`config.mk`:
```
export PLATFORM = sky130hd
export DESIGN_NAME = ofs_supervisor
export DESIGN_NICKNAME = d
export VERILOG_FILES = /design/src/core/ofs_pkg.sv /design/src/core/ofs_supervisor.sv
export SDC_FILE = /design/constraint.sdc
export NUM_CORES = 1
export LEC_CHECK = 0
export BUFFER_PORTS_ARGS = -buffer_cell sky130_fd_sc_hd__buf_2
export CAP_MARGIN = 20
export CORE_ASPECT_RATIO = 0.75
export CORE_MARGIN = 2
export CORE_UTILIZATION = 24
export CTS_CLUSTER_SIZE = 40
export DETAILED_ROUTE_END_ITERATION = 12
export HOLD_SLACK_MARGIN = 0.08
export PLACE_DENSITY = 0.44
export SLEW_MARGIN = 20
export SYNTH_ARGS = -nofsm -noshare
export SYNTH_HDL_FRONTEND = slang
export SYNTH_SLANG_ARGS = --single-unit
```
`constraint.sdc`:
```
create_clock -name core_clk_in -period 7.5 [get_ports core_clk_in]
set_input_delay 1.5 -clock core_clk_in [delete_from_list [all_inputs] [get_ports core_clk_in]]
set_output_delay 1.5 -clock core_clk_in [all_outputs]
set_load 0.02 [all_outputs]
```
`src/core/ofs_pkg.sv`:
```
// Purpose: Shared constants of the offline start-up supervisor.
// Assumes: 25 MHz core clock; 65 kHz frequency option.
// Notes:   Times are kept in their own unit, cycle counts derive from them.
package ofs_pkg;
   ////////////////////////////////////////////////////////////////////////////
   // Clock
   localparam int CLK_HZ  = 25_000_000;   // Core clock rate
   localparam int CLK_MHZ = 25;           // Core clock in MHz

   ////////////////////////////////////////////////////////////////////////////
   // Oscillator and jitter
   localparam int FOSC_HZ     = 65_000;   // Nominal switching frequency
   localparam int JIT_DEV_HZ  = 4_000;    // Peak frequency deviation
   localparam int JIT_MOD_HZ  = 125;      // Triangle modulation rate
   localparam int JIT_STEPS   = 64;       // Steps per triangle half period
   localparam int JIT_DIV_CYC = CLK_HZ / (JIT_MOD_HZ * 2 * JIT_STEPS);
   localparam int DUTY_PCT    = 80;       // Maximum duty ratio in percent
   localparam logic [31:0] OSC_INC =
      32'((64'(FOSC_HZ) << 32) / 64'(CLK_HZ));
   localparam logic [31:0] DEV_INC =
      32'((64'(JIT_DEV_HZ) << 32) / 64'(CLK_HZ));
   localparam logic [31:0] JIT_INC = 32'(2 * DEV_INC / JIT_STEPS);
   localparam logic [31:0] DUTY_LIM = 32'(((64'd1 << 32) * DUTY_PCT) / 100);

   ////////////////////////////////////////////////////////////////////////////
   // Soft start: 32 set-point steps over the soft-start time
   localparam int SS_US       = 4000;     // Soft-start time in us
   localparam int SS_STEPS    = 32;       // Number of set-point steps
   localparam int SS_STEP_CYC = SS_US * CLK_MHZ / SS_STEPS;

   ////////////////////////////////////////////////////////////////////////////
   // Long timers, used as defaults of top-level parameters
   localparam int SAMPLE_US  = 1000;      // Line sampling period in us
   localparam int DETECT_US  = 32000;     // Unplug detection time in us
   localparam int DROPOUT_US = 20000;     // Line drop-out filter time in us
   localparam int GTOM_US    = 2000;      // Go-to-off-mode time in us
   localparam int SAMPLE_CYC  = SAMPLE_US * CLK_MHZ;
   localparam int DETECT_CYC  = DETECT_US * CLK_MHZ;
   localparam int DROPOUT_CYC = DROPOUT_US * CLK_MHZ;
   localparam int GTOM_CYC    = GTOM_US * CLK_MHZ;
   localparam int CNT_W       = 24;       // Width of the long counters
   localparam int NSYNC       = 11;       // Number of synchronised inputs

   // Operating states of the supervisor
   typedef enum logic [2:0] {
      ST_OFF, ST_IDLE, ST_ARMED, ST_SOFT, ST_RUN
   } ofs_state_t;
endpackage : ofs_pkg

```
`src/core/ofs_supervisor.sv`:
```
// Purpose: Start-up, brown-out, unplug discharge, off mode and oscillator.
// Assumes: Comparator outputs are levels; watchdog_in is a one-cycle pulse.
// Notes:   Fault latch survives off mode and is cleared only by reset.
`timescale 1ns/10ps

module ofs_supervisor #(
   parameter int SAMPLE_CYC  = ofs_pkg::SAMPLE_CYC,  // Sampling period
   parameter int DETECT_CYC  = ofs_pkg::DETECT_CYC,  // Detection timer
   parameter int DROPOUT_CYC = ofs_pkg::DROPOUT_CYC, // Drop-out filter
   parameter int GTOM_CYC    = ofs_pkg::GTOM_CYC     // Off mode entry filter
) (
   input  wire logic       core_clk_in,           // 25 MHz clock
   input  wire logic       nrst_in,               // Async reset, active low
   input  wire logic       supply_turnon_in,      // Supply at turn-on level
   input  wire logic       supply_restart_in,     // Supply below restart level
   input  wire logic       supply_turnoff_in,     // Supply below turn-off level
   input  wire logic       supply_inhibit_in,     // Supply above inhibit level
   input  wire logic       supply_overvolt_in,    // Supply overvoltage
   input  wire logic       line_min_in,           // Line above minimum level
   input  wire logic       line_start_in,         // Line above start level
   input  wire logic       line_stop_in,          // Line below stop level
   input  wire logic       unplug_cmp_in,         // Unplug detector comparator
   input  wire logic       fb_off_in,             // Feedback below off level
   input  wire logic       fb_wake_in,            // Feedback above wake level
   input  wire logic       thermal_shutdown_in,   // Die overtemperature
   input  wire logic       watchdog_in,           // Watchdog event pulse
   output logic            charge_en_out,         // Start-up source enable
   output logic            charge_low_out,        // Reduced charging current
   output logic            discharge_out,         // Discharge current select
   output logic            sample_hold_out,       // Sample-and-hold strobe
   output logic            dc_detect_out,         // Line unplugged flag
   output logic            gate_drive_out,        // Gate drive
   output logic [4:0]      softstart_level_out,   // Current limit step
   output logic            softstart_done_out,    // Regulation has control
   output logic            brownout_out,          // Brown-out flag
   output logic            fault_latched_out,     // Latched fault flag
   output logic            off_mode_out,          // In off mode
   output logic            internal_supply_out    // Internal supply enabled
);
   localparam int CW = ofs_pkg::CNT_W;

   ////////////////////////////////////////////////////////////////////////////
   // Input synchronisers, two flops per comparator
   logic [ofs_pkg::NSYNC-1:0] raw;     // Raw comparator vector
   logic [ofs_pkg::NSYNC-1:0] meta;    // First stage, read by second only
   logic [ofs_pkg::NSYNC-1:0] sy;      // Synchronised vector
   assign raw = {supply_turnon_in, supply_restart_in, supply_turnoff_in,
                 supply_inhibit_in, supply_overvolt_in, line_min_in,
                 line_start_in, line_stop_in, unplug_cmp_in, fb_off_in,
                 fb_wake_in};

   genvar gi;
   generate
      for (gi = 0; gi < ofs_pkg::NSYNC; gi++) begin : g_sync
         // Each bit through its own two-flop chain
         always_ff @(posedge core_clk_in or negedge nrst_in) begin
            if (!nrst_in) begin
               meta[gi] <= 1'b0;
               sy[gi]   <= 1'b0;
            end else begin
               meta[gi] <= raw[gi];
               sy[gi]   <= meta[gi];
            end
         end
      end
   endgenerate

   logic s_on, s_rst, s_toff, s_inh, s_ovp, s_lmin, s_lstart, s_lstop;
   logic s_cmp, s_fboff, s_fbwake;
   assign {s_on, s_rst, s_toff, s_inh, s_ovp, s_lmin, s_lstart, s_lstop,
           s_cmp, s_fboff, s_fbwake} = sy;

   logic on_d;                         // Delayed turn-on for edge detect
   logic cmp_d;                        // Delayed comparator for edges
   always_ff @(posedge core_clk_in or negedge nrst_in) begin
      if (!nrst_in) begin
         on_d  <= 1'b0;
         cmp_d <= 1'b0;
      end else begin
         on_d  <= s_on;
         cmp_d <= s_cmp;
      end
   end
   logic on_rise;                      // Supply just reached turn-on
   logic cmp_edge;                     // Any comparator edge means ac
   assign on_rise  = s_on & ~on_d;
   assign cmp_edge = s_cmp ^ cmp_d;

   ////////////////////////////////////////////////////////////////////////////
   // Unplug detector: sample strobe, detection timer, cyclic discharge
   logic [CW-1:0] smp_cnt;             // Sampling period counter
   always_ff @(posedge core_clk_in or negedge nrst_in) begin
      if (!nrst_in) begin
         smp_cnt         <= '0;
         sample_hold_out <= 1'b0;
      end else if (smp_cnt == CW'(SAMPLE_CYC - 1)) begin
         smp_cnt         <= '0;
         sample_hold_out <= 1'b1;
      end else begin
         smp_cnt         <= smp_cnt + 1'b1;
         sample_hold_out <= 1'b0;
      end
   end

   logic [CW-1:0] det_cnt;             // Detection timer, reused for discharge
   logic          det_end;             // Detection timer elapses
   logic          dis_phase;           // Discharge half of the cycle
   assign det_end = (det_cnt == CW'(DETECT_CYC - 1));

   // Runs in every state so discharge is never disabled by mode
   always_ff @(posedge core_clk_in or negedge nrst_in) begin
      if (!nrst_in) begin
         det_cnt       <= '0;
         dc_detect_out <= 1'b0;
         dis_phase     <= 1'b0;
      end else if (cmp_edge) begin
         det_cnt       <= '0;
         dc_detect_out <= 1'b0;
         dis_phase     <= 1'b0;
      end else if (det_end) begin
         det_cnt       <= '0;
         dc_detect_out <= 1'b1;
         // First expiry starts discharge, later ones alternate with sensing
         dis_phase     <= ~dc_detect_out | ~dis_phase;
      end else begin
         det_cnt       <= det_cnt + 1'b1;
      end
   end

   // Discharge stops once the capacitor is below the minimum line level
   always_ff @(posedge core_clk_in or negedge nrst_in) begin
      if (!nrst_in) begin
         discharge_out <= 1'b0;
      end else begin
         discharge_out <= dis_phase & dc_detect_out & s_lmin;
      end
   end

   ////////////////////////////////////////////////////////////////////////////
   // Mode state machine
   ofs_pkg::ofs_state_t state;         // Current mode
   logic [CW-1:0] drop_cnt;            // Line drop-out timer
   logic [CW-1:0] gtom_cnt;            // Go-to-off-mode timer
   logic          drop_end;            // Drop-out confirmed
   logic          gtom_end;            // Feedback low long enough
   logic          wd_wait;             // Restart held for a watchdog event
   logic          switching;           // Soft start or run
   logic [CW-1:0] ss_cnt;              // Soft-start step divider
   logic          ss_tick;             // One soft-start step elapsed
   assign switching = (state == ofs_pkg::ST_SOFT) | (state == ofs_pkg::ST_RUN);
   assign drop_end  = (drop_cnt == CW'(DROPOUT_CYC - 1));
   assign gtom_end  = (gtom_cnt == CW'(GTOM_CYC - 1));
   assign ss_tick   = (ss_cnt == CW'(ofs_pkg::SS_STEP_CYC - 1));

   // Drop-out timer runs only while line sits below the stop level
   always_ff @(posedge core_clk_in or negedge nrst_in) begin
      if (!nrst_in) begin
         drop_cnt <= '0;
      end else if (!switching || !s_lstop || drop_end) begin
         drop_cnt <= '0;
      end else begin
         drop_cnt <= drop_cnt + 1'b1;
      end
   end

   // Brief feedback dips restart the off mode filter
   always_ff @(posedge core_clk_in or negedge nrst_in) begin
      if (!nrst_in) begin
         gtom_cnt <= '0;
      end else if (state == ofs_pkg::ST_OFF || !s_fboff || gtom_end) begin
         gtom_cnt <= '0;
      end else begin
         gtom_cnt <= gtom_cnt + 1'b1;
      end
   end

   // Overvoltage latch; kept across off mode, cleared only by reset
   always_ff @(posedge core_clk_in or negedge nrst_in) begin
      if (!nrst_in) begin
         fault_latched_out <= 1'b0;
      end else if (s_ovp) begin
         fault_latched_out <= 1'b1;
      end
   end

   // Watchdog wait: set by drop-out stop, set wins over clear
   always_ff @(posedge core_clk_in or negedge nrst_in) begin
      if (!nrst_in) begin
         wd_wait <= 1'b0;
      end else if (drop_end) begin
         wd_wait <= 1'b1;
      end else if (watchdog_in) begin
         wd_wait <= 1'b0;
      end
   end

   // Brown-out flag holds until the line is back above start
   always_ff @(posedge core_clk_in or negedge nrst_in) begin
      if (!nrst_in) begin
         brownout_out <= 1'b0;
      end else if (drop_end) begin
         brownout_out <= 1'b1;
      end else if (s_lstart) begin
         brownout_out <= 1'b0;
      end
   end

   // Mode transitions; thermal and feedback off take every state to off
   always_ff @(posedge core_clk_in or negedge nrst_in) begin
      if (!nrst_in) begin
         state <= ofs_pkg::ST_OFF;
      end else if (thermal_shutdown_in || gtom_end) begin
         state <= ofs_pkg::ST_OFF;
      end else begin
         case (state)
            ofs_pkg::ST_OFF: begin
               if (s_fbwake) begin
                  state <= ofs_pkg::ST_IDLE;
               end
            end
            ofs_pkg::ST_IDLE: begin
               // Start level armed only without fault or watchdog hold
               if (s_lstart && !wd_wait && !fault_latched_out) begin
                  state <= ofs_pkg::ST_ARMED;
               end
            end
            ofs_pkg::ST_ARMED: begin
               if (fault_latched_out) begin
                  state <= ofs_pkg::ST_IDLE;
               end else if (on_rise && !dc_detect_out) begin
                  state <= ofs_pkg::ST_SOFT;
               end
            end
            ofs_pkg::ST_SOFT, ofs_pkg::ST_RUN: begin
               if (fault_latched_out || drop_end) begin
                  state <= ofs_pkg::ST_IDLE;
               end else if (state == ofs_pkg::ST_SOFT && ss_tick &&
                            softstart_level_out == 5'h1f) begin
                  state <= ofs_pkg::ST_RUN;
               end
            end
            default: begin
               state <= ofs_pkg::ST_OFF;
            end
         endcase
      end
   end

   // Soft-start staircase of 32 current-limit steps
   always_ff @(posedge core_clk_in or negedge nrst_in) begin
      if (!nrst_in) begin
         ss_cnt              <= '0;
         softstart_level_out <= 5'h00;
      end else if (state != ofs_pkg::ST_SOFT) begin
         ss_cnt              <= '0;
         softstart_level_out <= 5'h00;
      end else if (ss_tick) begin
         ss_cnt              <= '0;
         softstart_level_out <= softstart_level_out + 5'h01;
      end else begin
         ss_cnt              <= ss_cnt + 1'b1;
      end
   end

   // Status flags registered from the mode
   always_ff @(posedge core_clk_in or negedge nrst_in) begin
      if (!nrst_in) begin
         softstart_done_out  <= 1'b0;
         off_mode_out        <= 1'b1;
         internal_supply_out <= 1'b0;
      end else begin
         softstart_done_out  <= (state == ofs_pkg::ST_RUN);
         off_mode_out        <= (state == ofs_pkg::ST_OFF);
         internal_supply_out <= (state != ofs_pkg::ST_OFF);
      end
   end

   ////////////////////////////////////////////////////////////////////////////
   // Self-supply: hysteretic start-up source control
   logic low_limit;                    // Supply at the lower hysteresis bound
   // Off mode and discharge hold only above turn-off, otherwise restart
   assign low_limit = (off_mode_out | dc_detect_out) ? s_toff : s_rst;

   always_ff @(posedge core_clk_in or negedge nrst_in) begin
      if (!nrst_in) begin
         charge_en_out <= 1'b0;
      end else if (!s_lmin) begin
         charge_en_out <= 1'b0;
      end else if (s_on) begin
         charge_en_out <= 1'b0;
      end else if (low_limit || !s_inh || state == ofs_pkg::ST_IDLE && !on_d) begin
         charge_en_out <= 1'b1;
      end
   end

   // Shorted supply pin is fed the reduced current
   always_ff @(posedge core_clk_in or negedge nrst_in) begin
      if (!nrst_in) begin
         charge_low_out <= 1'b1;
      end else begin
         charge_low_out <= ~s_inh;
      end
   end

   ////////////////////////////////////////////////////////////////////////////
   // Oscillator: phase accumulator with triangle jitter on its increment
   logic [31:0] phase;                 // Oscillator phase
   logic [CW-1:0] jit_div;             // Triangle step divider
   logic [6:0]  tri_pos;               // Triangle position 0..JIT_STEPS
   logic        tri_up;                // Triangle direction
   logic [31:0] next_inc;              // Phase increment with jitter
   assign next_inc = ofs_pkg::OSC_INC - ofs_pkg::DEV_INC +
                     32'(tri_pos) * ofs_pkg::JIT_INC;

   // Jitter stays independent of any load-dependent frequency change
   always_ff @(posedge core_clk_in or negedge nrst_in) begin
      if (!nrst_in) begin
         jit_div <= '0;
         tri_pos <= 7'h00;
         tri_up  <= 1'b1;
      end else if (jit_div == CW'(ofs_pkg::JIT_DIV_CYC - 1)) begin
         jit_div <= '0;
         if (tri_up) begin
            tri_pos <= tri_pos + 7'h01;
            tri_up  <= (tri_pos != 7'(ofs_pkg::JIT_STEPS - 1));
         end else begin
            tri_pos <= tri_pos - 7'h01;
            tri_up  <= (tri_pos == 7'h01);
         end
      end else begin
         jit_div <= jit_div + 1'b1;
      end
   end

   always_ff @(posedge core_clk_in or negedge nrst_in) begin
      if (!nrst_in) begin
         phase <= 32'h0000_0000;
      end else begin
         phase <= phase + next_inc;
      end
   end

   // Drive only while switching, no fault, and within the duty limit
   always_ff @(posedge core_clk_in or negedge nrst_in) begin
      if (!nrst_in) begin
         gate_drive_out <= 1'b0;
      end else begin
         gate_drive_out <= switching & ~fault_latched_out & ~s_ovp &
                           (phase < ofs_pkg::DUTY_LIM);
      end
   end
endmodule : ofs_supervisor

```
After elaboration in Yosys (flattened, before gate mapping)
Cells that the tools add are included.
{"block": "word_totals", "word_cells": 159, "out_inout_bits": 16, "regBits": 229}
{"block": "classes", "n_reduce_logical": 30, "mux": 33, "n_mul": 1, "order_cmp": 1, "n_eq_ne": 19, "bitwise": 16, "add_sub_neg": 11}
{"operator": "24-bit 2-to-1 mux", "n": 8}
{"operator": "24-bit by 1-bit adder with 24-bit output, second input constant", "n": 6}
{"operator": "32-bit by 25-bit adder with 32-bit output", "n": 1}
{"operator": "32-bit less-than comparator, second input constant", "n": 1}
{"operator": "24-bit by 22-bit adder with 25-bit output, first input constant", "n": 1}
{"operator": "24-bit by 11-bit equality test with 1-bit output, second input constant", "n": 1}
{"operator": "24-bit by 12-bit equality test with 1-bit output, second input constant", "n": 1}
{"operator": "24-bit by 15-bit equality test with 1-bit output, second input constant", "n": 1}
{"operator": "24-bit by 16-bit equality test with 1-bit output, second input constant", "n": 1}
{"operator": "24-bit by 19-bit equality test with 1-bit output, second input constant", "n": 1}
{"operator": "24-bit by 20-bit equality test with 1-bit output, second input constant", "n": 1}
{"operator": "7-bit by 14-bit multiplier with 21-bit output, second input constant", "n": 1}
{"operator": "3-bit 2-to-1 mux", "n": 7}
{"operator": "1-bit 2-to-1 mux", "n": 14}
{"operator": "3-bit one-hot mux with 4 select lines", "n": 1}
{"operator": "5-bit 2-to-1 mux", "n": 2}
{"operator": "1-bit logical NOT", "n": 8}
{"operator": "1-bit logical OR", "n": 8}
{"operator": "4-bit != test, second input constant", "n": 2}
{"operator": "2-bit nonzero test", "n": 4}
{"operator": "7-bit by 1-bit adder with 7-bit output, second input constant", "n": 1}
{"operator": "7-bit by 1-bit equality test with 1-bit output, second input constant", "n": 1}
{"operator": "7-bit 2-to-1 mux", "n": 1}
{"operator": "7-bit by 6-bit != test with 1-bit output, second input constant", "n": 1}
{"operator": "18 further kinds", "n": 37}

Depth between registers and ports, before layout
{"block": "depth", "ltp_word": 7, "ltp_mapped": 25, "mapped_depth_nobuf": 24}

Worst setup path after synthesis
No wires, ideal clock.
{"block": "synth_path", "path_type": "register -> register", "start": "reg tri_pos[4]", "end": "reg phase[31]", "t_arrival_ps": 5811, "required_time_ps": 7384, "setup_time_ps": 116, "period_less_slack_ps": 5926, "slack_ps": 1574, "path_buffers": 1, "stages_incl_launch_ff": 24, "path_cell_list": "dfrtp_1 -> inv_1 -> fa_1 -> inv_1 -> fa_1 -> fa_1 -> fa_1 -> ha_1 -> nor3_1 -> o2111ai_1 -> a31o_1 -> a21oi_1 -> o21ai_1 -> xnor2_1 -> ha_1 -> inv_1 -> ha_1 -> clkbuf_1 -> nand3_1 -> nor3_1 -> a221o_1 -> nand2_1 -> o31a_1 -> o311ai_0"}
{"block": "synth_between", "elab_chain_len": 3}
{"item": "start: declaration", "line_no": "ofs_supervisor.sv:309", "source": "logic [6:0] tri_pos;"}
{"item": "start signal: assignment", "line_no": "ofs_supervisor.sv:324", "source": "tri_pos <= tri_pos + 7'h01;"}
{"item": "start signal: assignment", "line_no": "ofs_supervisor.sv:327", "source": "tri_pos <= tri_pos - 7'h01;"}
{"item": "7-bit by 14-bit multiplier with 21-bit output", "line_no": "ofs_supervisor.sv:313", "source": "32'(tri_pos) * ofs_pkg::JIT_INC;"}
{"item": "24-bit by 22-bit adder with 25-bit output", "line_no": "ofs_supervisor.sv:312", "source": "assign next_inc = ofs_pkg::OSC_INC - ofs_pkg::DEV_INC +"}
{"item": "32-bit by 25-bit adder with 32-bit output", "line_no": "ofs_supervisor.sv:339", "source": "phase <= phase + next_inc;"}
{"item": "end signal: assignment", "line_no": "ofs_supervisor.sv:339"}
{"item": "end: declaration", "line_no": "ofs_supervisor.sv:307", "source": "logic [31:0] phase;"}
Every way passes these cells.
A chain may end at the register's enable or synchronous reset.

Worst setup path in the final report
Same ends and word-level chain as after synthesis.

==> impl_summary.md <==
Job
The count of max-cap constraint violations is 0.

Floorplan
The die boundary height is 207 um. The floorplan step defined a die boundary enclosing 56,900 um2. The number of top-level pins is 31. Once the floorplan was initialized, standard cells occupied 24.3% of the core. The number of placement rows is 74. The placeable core area is 54,400 um2. The die is approximately 270 um wide.

Pwr
Summed over all cells, the static leakage comes to roughly 6.8 nW. The internal portion of the total power is around 2 mW. The share of total power dissipated in sequential elements is 48.0%. The part of the power in combinational logic is 5.8%. Net switching is 24.8% of the power.

Per report_power, the clock group accounts for 46.2% of the total. The net load switching power is 0.663 mW. Across the VDD grid, the largest voltage drop is 209 uV.

In this run the power density over the cells is approximately 180 nW/um2.

Timing
Measured against its own limit, the worst slew margin works out to 38.8%. On the final layout, the worst hold slack is 0.347 ns. The final clock period utilization by the worst path is 87.7%.

Timing would allow up to 152 MHz. The number of endpoints with negative hold slack in the final report was 0. The final-report setup violation count is 0. For the pin with the worst max-slew slack, the measured transition is 0.918 ns. Setup repair after global routing left no endpoint under its margin. The number of max-slew violations in the final report is 0.

The setup skew after layout is approximately 0.0095 ns. Adding up every negative setup slack in the final design gives 0 ns. Subtracting the final worst setup slack from the clock period gives around 6.6 ns.

Setup path
The critical path required time is 7.92 ns. The startpoint type of the worst setup path is a flip-flop. STA classifies the critical path endpoint as a flip-flop.

The largest fanout of any net on the critical path is 10. The type of the worst setup path is reg2reg. Data on the critical path arrives at its endpoint at approximately 7.0 ns.

Clock tree
The post-cts sizing count is 0. The number of hold-repair buffers added at the cts stage is 0. In this run the number of H-tree levels came out at 1.

The CTS clock-pin slew for the worst setup and hold paths is roughly 0.060 ns. No sink is reached through more buffers than the 3 on the longest clock path. Clock latency on the worst-skew pair, taken at its later pin, is 0.55 ns. The root buffer cell chosen for the clock tree is sky130_fd_sc_hd__clkbuf_16. The number of sinks driven by the clock tree is 228. The clock tree from TritonCTS is built. Post-CTS timing repair inserted 0 buffers for setup. In this run, CTS created clock tree buffers numbering 25.

Yosys
The netlist uses 75 different library cells. When the netlist entered floorplanning its net count stood at 1,490. The compound-cell area share of the yosys netlist is 7.94%. The synthesized netlist occupies a cell area of 13,200 um2. The simple-gate share of the synthesized area is roughly 20%. The share of synthesized registers carrying an async set or reset is 100%. Multiplexer cells account for less than 1% of the synthesized area.

By area, the combinational part of the netlist is dominated by simple AND/OR/NAND/NOR gates. The synthesized design contains 228 register bits. Yosys printed 0 warnings. The leading register cell type out of synthesis is sky130_fd_sc_hd__dfrtp_1. Averaged over all synthesized cells, the footprint is around 9.8 um2.

The synthesized design contains 0 enable-type register cells. The synthesized-area fraction occupied by adder cells is 13.2%. The xor and xnor area share after synthesis is between 10% and 20%. Sequential cells were found to cover a little over two fifths of the synthesized design area. The post-synthesis cell count is approximately 1,300.

Finish
After the last flow step, the layout net total stands at roughly 1,500. The fill cell total of the finished layout is 5,769. The growth of design area from synthesis to finish is 13.6%.

The total inserted antenna cells is 0. The fraction of final layout cells sized beyond drive strength 1 is 6.94%.

Routing
The via density per instance is between 4 and 5. Wires add up to 27,700 um. The remaining antenna violation count is 0.

After detailed routing, the average wire length per cell comes to 13.1 um. The final routed DRC violation total is 0. The number of iterations in the first detailed-routing pass is 5. The routed layout has 9,317 vias. The iteration-0 DRC count of the detailed router is 560.

GRT
The initial antenna violation count is 0. The largest net degree at the start of global routing is 133. The global routing usage summed across all routing layers is 9.91%.

The number of global-route vias before repair is 9,237. The first global-routing pass estimated approximately 48,000 um of wire. For this run the aggregate overflow at the end of global routing stands at 0.

Outcome
The flow ran to the end, and the final reports show no timing, DRC or antenna violations.

Place
The wire-length estimate of the detail-placed layout is 19,600 um. The weighted congestion reported at the end of routability-driven placement is 0.796. In this run the tool buffered the top-level ports with 30 buffer cells.

Worst hold path
The tightest min-delay check is of the reg2reg type.
==> metal layers <==
layer  part of all wire, %  vias up  wire length (um)  global-route usage (%)
met4                   1.9        0               535                    2.03
met1                    57     4442             15700                    16.1
met5                     0        -                 0                       0
met2                    38      114             10400                    13.3
li1                      -     4723                 -                       -
met3                   3.7       38              1010                    1.75
==> flip-flops by register name, summed over array words and instances, names as in the netlist, 3 cells and up <==
register / cells
gtom_cnt: 24
phase: 31
drop_cnt: 24
smp_cnt: 24
softstart_level_out: 5
det_cnt: 24
meta: 11
ss_cnt: 24
jit_div: 24
tri_pos: 7
state: 3
==> area by class of cell <==
| type | count | area, um2 | area share, % |
|---|---|---|---|
| clock inverter | 7 | 85.1 | 0.567 |
| sequential | 228 | 5710 | 38.0 |
| clock buffer | 38 | 724 | 4.83 |
| multi-input combinational | 997 | 7030 | 46.9 |
| timing repair buffer | 33 | 195 | 1.30 |
| inverter | 95 | 357 | 2.38 |
| tap | 722 | 903 | 6.02 |
==> per-stage QoR <==
step | utilization, % | area, um2 | power, mW | worst slack, ns | instances
finish | 27.6 | 15000 | 2.67 | 0.919 | 2120
global route | 27.6 | 15000 | 2.81 | 0.439 | 2120
CTS | 27.6 | 15000 | 2.74 | 0.953 | 2120
detailed placement | 26.1 | 14200 | 1.47 | 1.01 | 2075
global placement | 26.1 | 14200 | 1.47 | 1.17 | 2075
floorplan | - | 13200 | 1.40 | 1.57 | 1346
==> placed cells by master, fill, tap and decap left out, types with 6 or more instances in the layout <==
master / n
sky130_fd_sc_hd__a211oi_1: 7
sky130_fd_sc_hd__a21o_1: 10
sky130_fd_sc_hd__a21oi_1: 37
sky130_fd_sc_hd__and3_1: 27
sky130_fd_sc_hd__and4_1: 13
sky130_fd_sc_hd__buf_2: 29
sky130_fd_sc_hd__clkbuf_1: 8
sky130_fd_sc_hd__clkbuf_16: 25
sky130_fd_sc_hd__dfrtp_1: 225
sky130_fd_sc_hd__fa_1: 18
sky130_fd_sc_hd__ha_1: 111
sky130_fd_sc_hd__inv_1: 94
sky130_fd_sc_hd__nand2_1: 93
sky130_fd_sc_hd__nand2b_1: 7
sky130_fd_sc_hd__nand3_1: 64
sky130_fd_sc_hd__nand4_1: 36
sky130_fd_sc_hd__nor2_1: 181
sky130_fd_sc_hd__nor2b_1: 7
sky130_fd_sc_hd__nor3_1: 35
sky130_fd_sc_hd__nor4_1: 17
sky130_fd_sc_hd__nor4b_1: 8
sky130_fd_sc_hd__o211ai_1: 9
sky130_fd_sc_hd__o21a_1: 7
sky130_fd_sc_hd__o21ai_0: 26
sky130_fd_sc_hd__o21ai_1: 6
sky130_fd_sc_hd__or2_2: 10
sky130_fd_sc_hd__or3_1: 10
sky130_fd_sc_hd__or4_1: 6
sky130_fd_sc_hd__xnor2_1: 100
sky130_fd_sc_hd__xor2_1: 71
==> cells in the mapped netlist, types with 18 or more instances <==
master                     instances  area [um2]
sky130_fd_sc_hd__fa_1             18         360
sky130_fd_sc_hd__inv_1            94         353
sky130_fd_sc_hd__nand2_1          93         349
sky130_fd_sc_hd__and3_1           27         169
sky130_fd_sc_hd__nand4_1          36         225
sky130_fd_sc_hd__clkbuf_1         21        78.8
sky130_fd_sc_hd__ha_1            111        1390
sky130_fd_sc_hd__nor2_1          181         679
sky130_fd_sc_hd__dfrtp_1         225        5630
sky130_fd_sc_hd__nand3_1          64         320
sky130_fd_sc_hd__xor2_1           71         622
sky130_fd_sc_hd__nor3_1           35         175
sky130_fd_sc_hd__a21oi_1          37         185
sky130_fd_sc_hd__xnor2_1         100         876
sky130_fd_sc_hd__o21ai_0          26         130
==> worst max-delay path: stages (launching register included) <==
cell and delay [ns]:
sky130_fd_sc_hd__dfrtp_1 0.53, sky130_fd_sc_hd__inv_1 0.22, sky130_fd_sc_hd__fa_1 0.56, sky130_fd_sc_hd__inv_1 0.09
sky130_fd_sc_hd__fa_1 0.48, sky130_fd_sc_hd__fa_1 0.57, sky130_fd_sc_hd__fa_1 0.42, sky130_fd_sc_hd__ha_1 0.23
sky130_fd_sc_hd__nor3_1 0.28, sky130_fd_sc_hd__o2111ai_1 0.26, sky130_fd_sc_hd__a31o_1 0.27, sky130_fd_sc_hd__a21oi_1 0.22
sky130_fd_sc_hd__o21ai_1 0.12, sky130_fd_sc_hd__xnor2_1 0.14, sky130_fd_sc_hd__ha_1 0.28, sky130_fd_sc_hd__inv_1 0.04
sky130_fd_sc_hd__ha_1 0.44, sky130_fd_sc_hd__nand3_1 0.16, sky130_fd_sc_hd__nor3_1 0.35, sky130_fd_sc_hd__a221o_1 0.28
sky130_fd_sc_hd__nand2_1 0.12, sky130_fd_sc_hd__o31a_1 0.28, sky130_fd_sc_hd__o311ai_0 0.09
==> power groups by stage <==
stage	clock, mW	combinational (mW)	sequential (mW)
floorplan	0	0.101	1.30
global placement	0	0.159	1.31
detailed placement	0	0.160	1.31
CTS	1.29	0.160	1.28
global route	1.34	0.178	1.29
finish	1.24	0.154	1.28
==> logic make-up (layout without fill, tap and decap cells) <==
kind of cell               after synthesis  in the layout
and+or+nand+nor                        537            537
DFF                                    228            228
AOI/OAI and AO/OA                      153            153
xor gates and xnor gates               171            171
adders and majority gates              129            129
muxes                                    7              7
buffers and inverters                  121            173
==> worst paths after layout <==
check,from,depth (start not counted),to,slack [ns]
hold / removal,meta[6]$_DFF_PN0_,0,s_ovp$_DFF_PN0_,0.35
hold reg to reg,meta[6]$_DFF_PN0_,0,s_ovp$_DFF_PN0_,0.35
setup reg to reg,tri_pos[4]$_DFFE_PN0N_,22,phase[31]$_DFF_PN0_,0.92
max in group asynchronous,nrst_in,2,phase[9]$_DFF_PN0_,5.28
min in group asynchronous,nrst_in,1,ss_cnt[9]$_DFF_PN0_,0.98
setup / recovery,tri_pos[4]$_DFFE_PN0N_,22,phase[31]$_DFF_PN0_,0.92
Note: power is estimated with default switching activity, not from simulation.
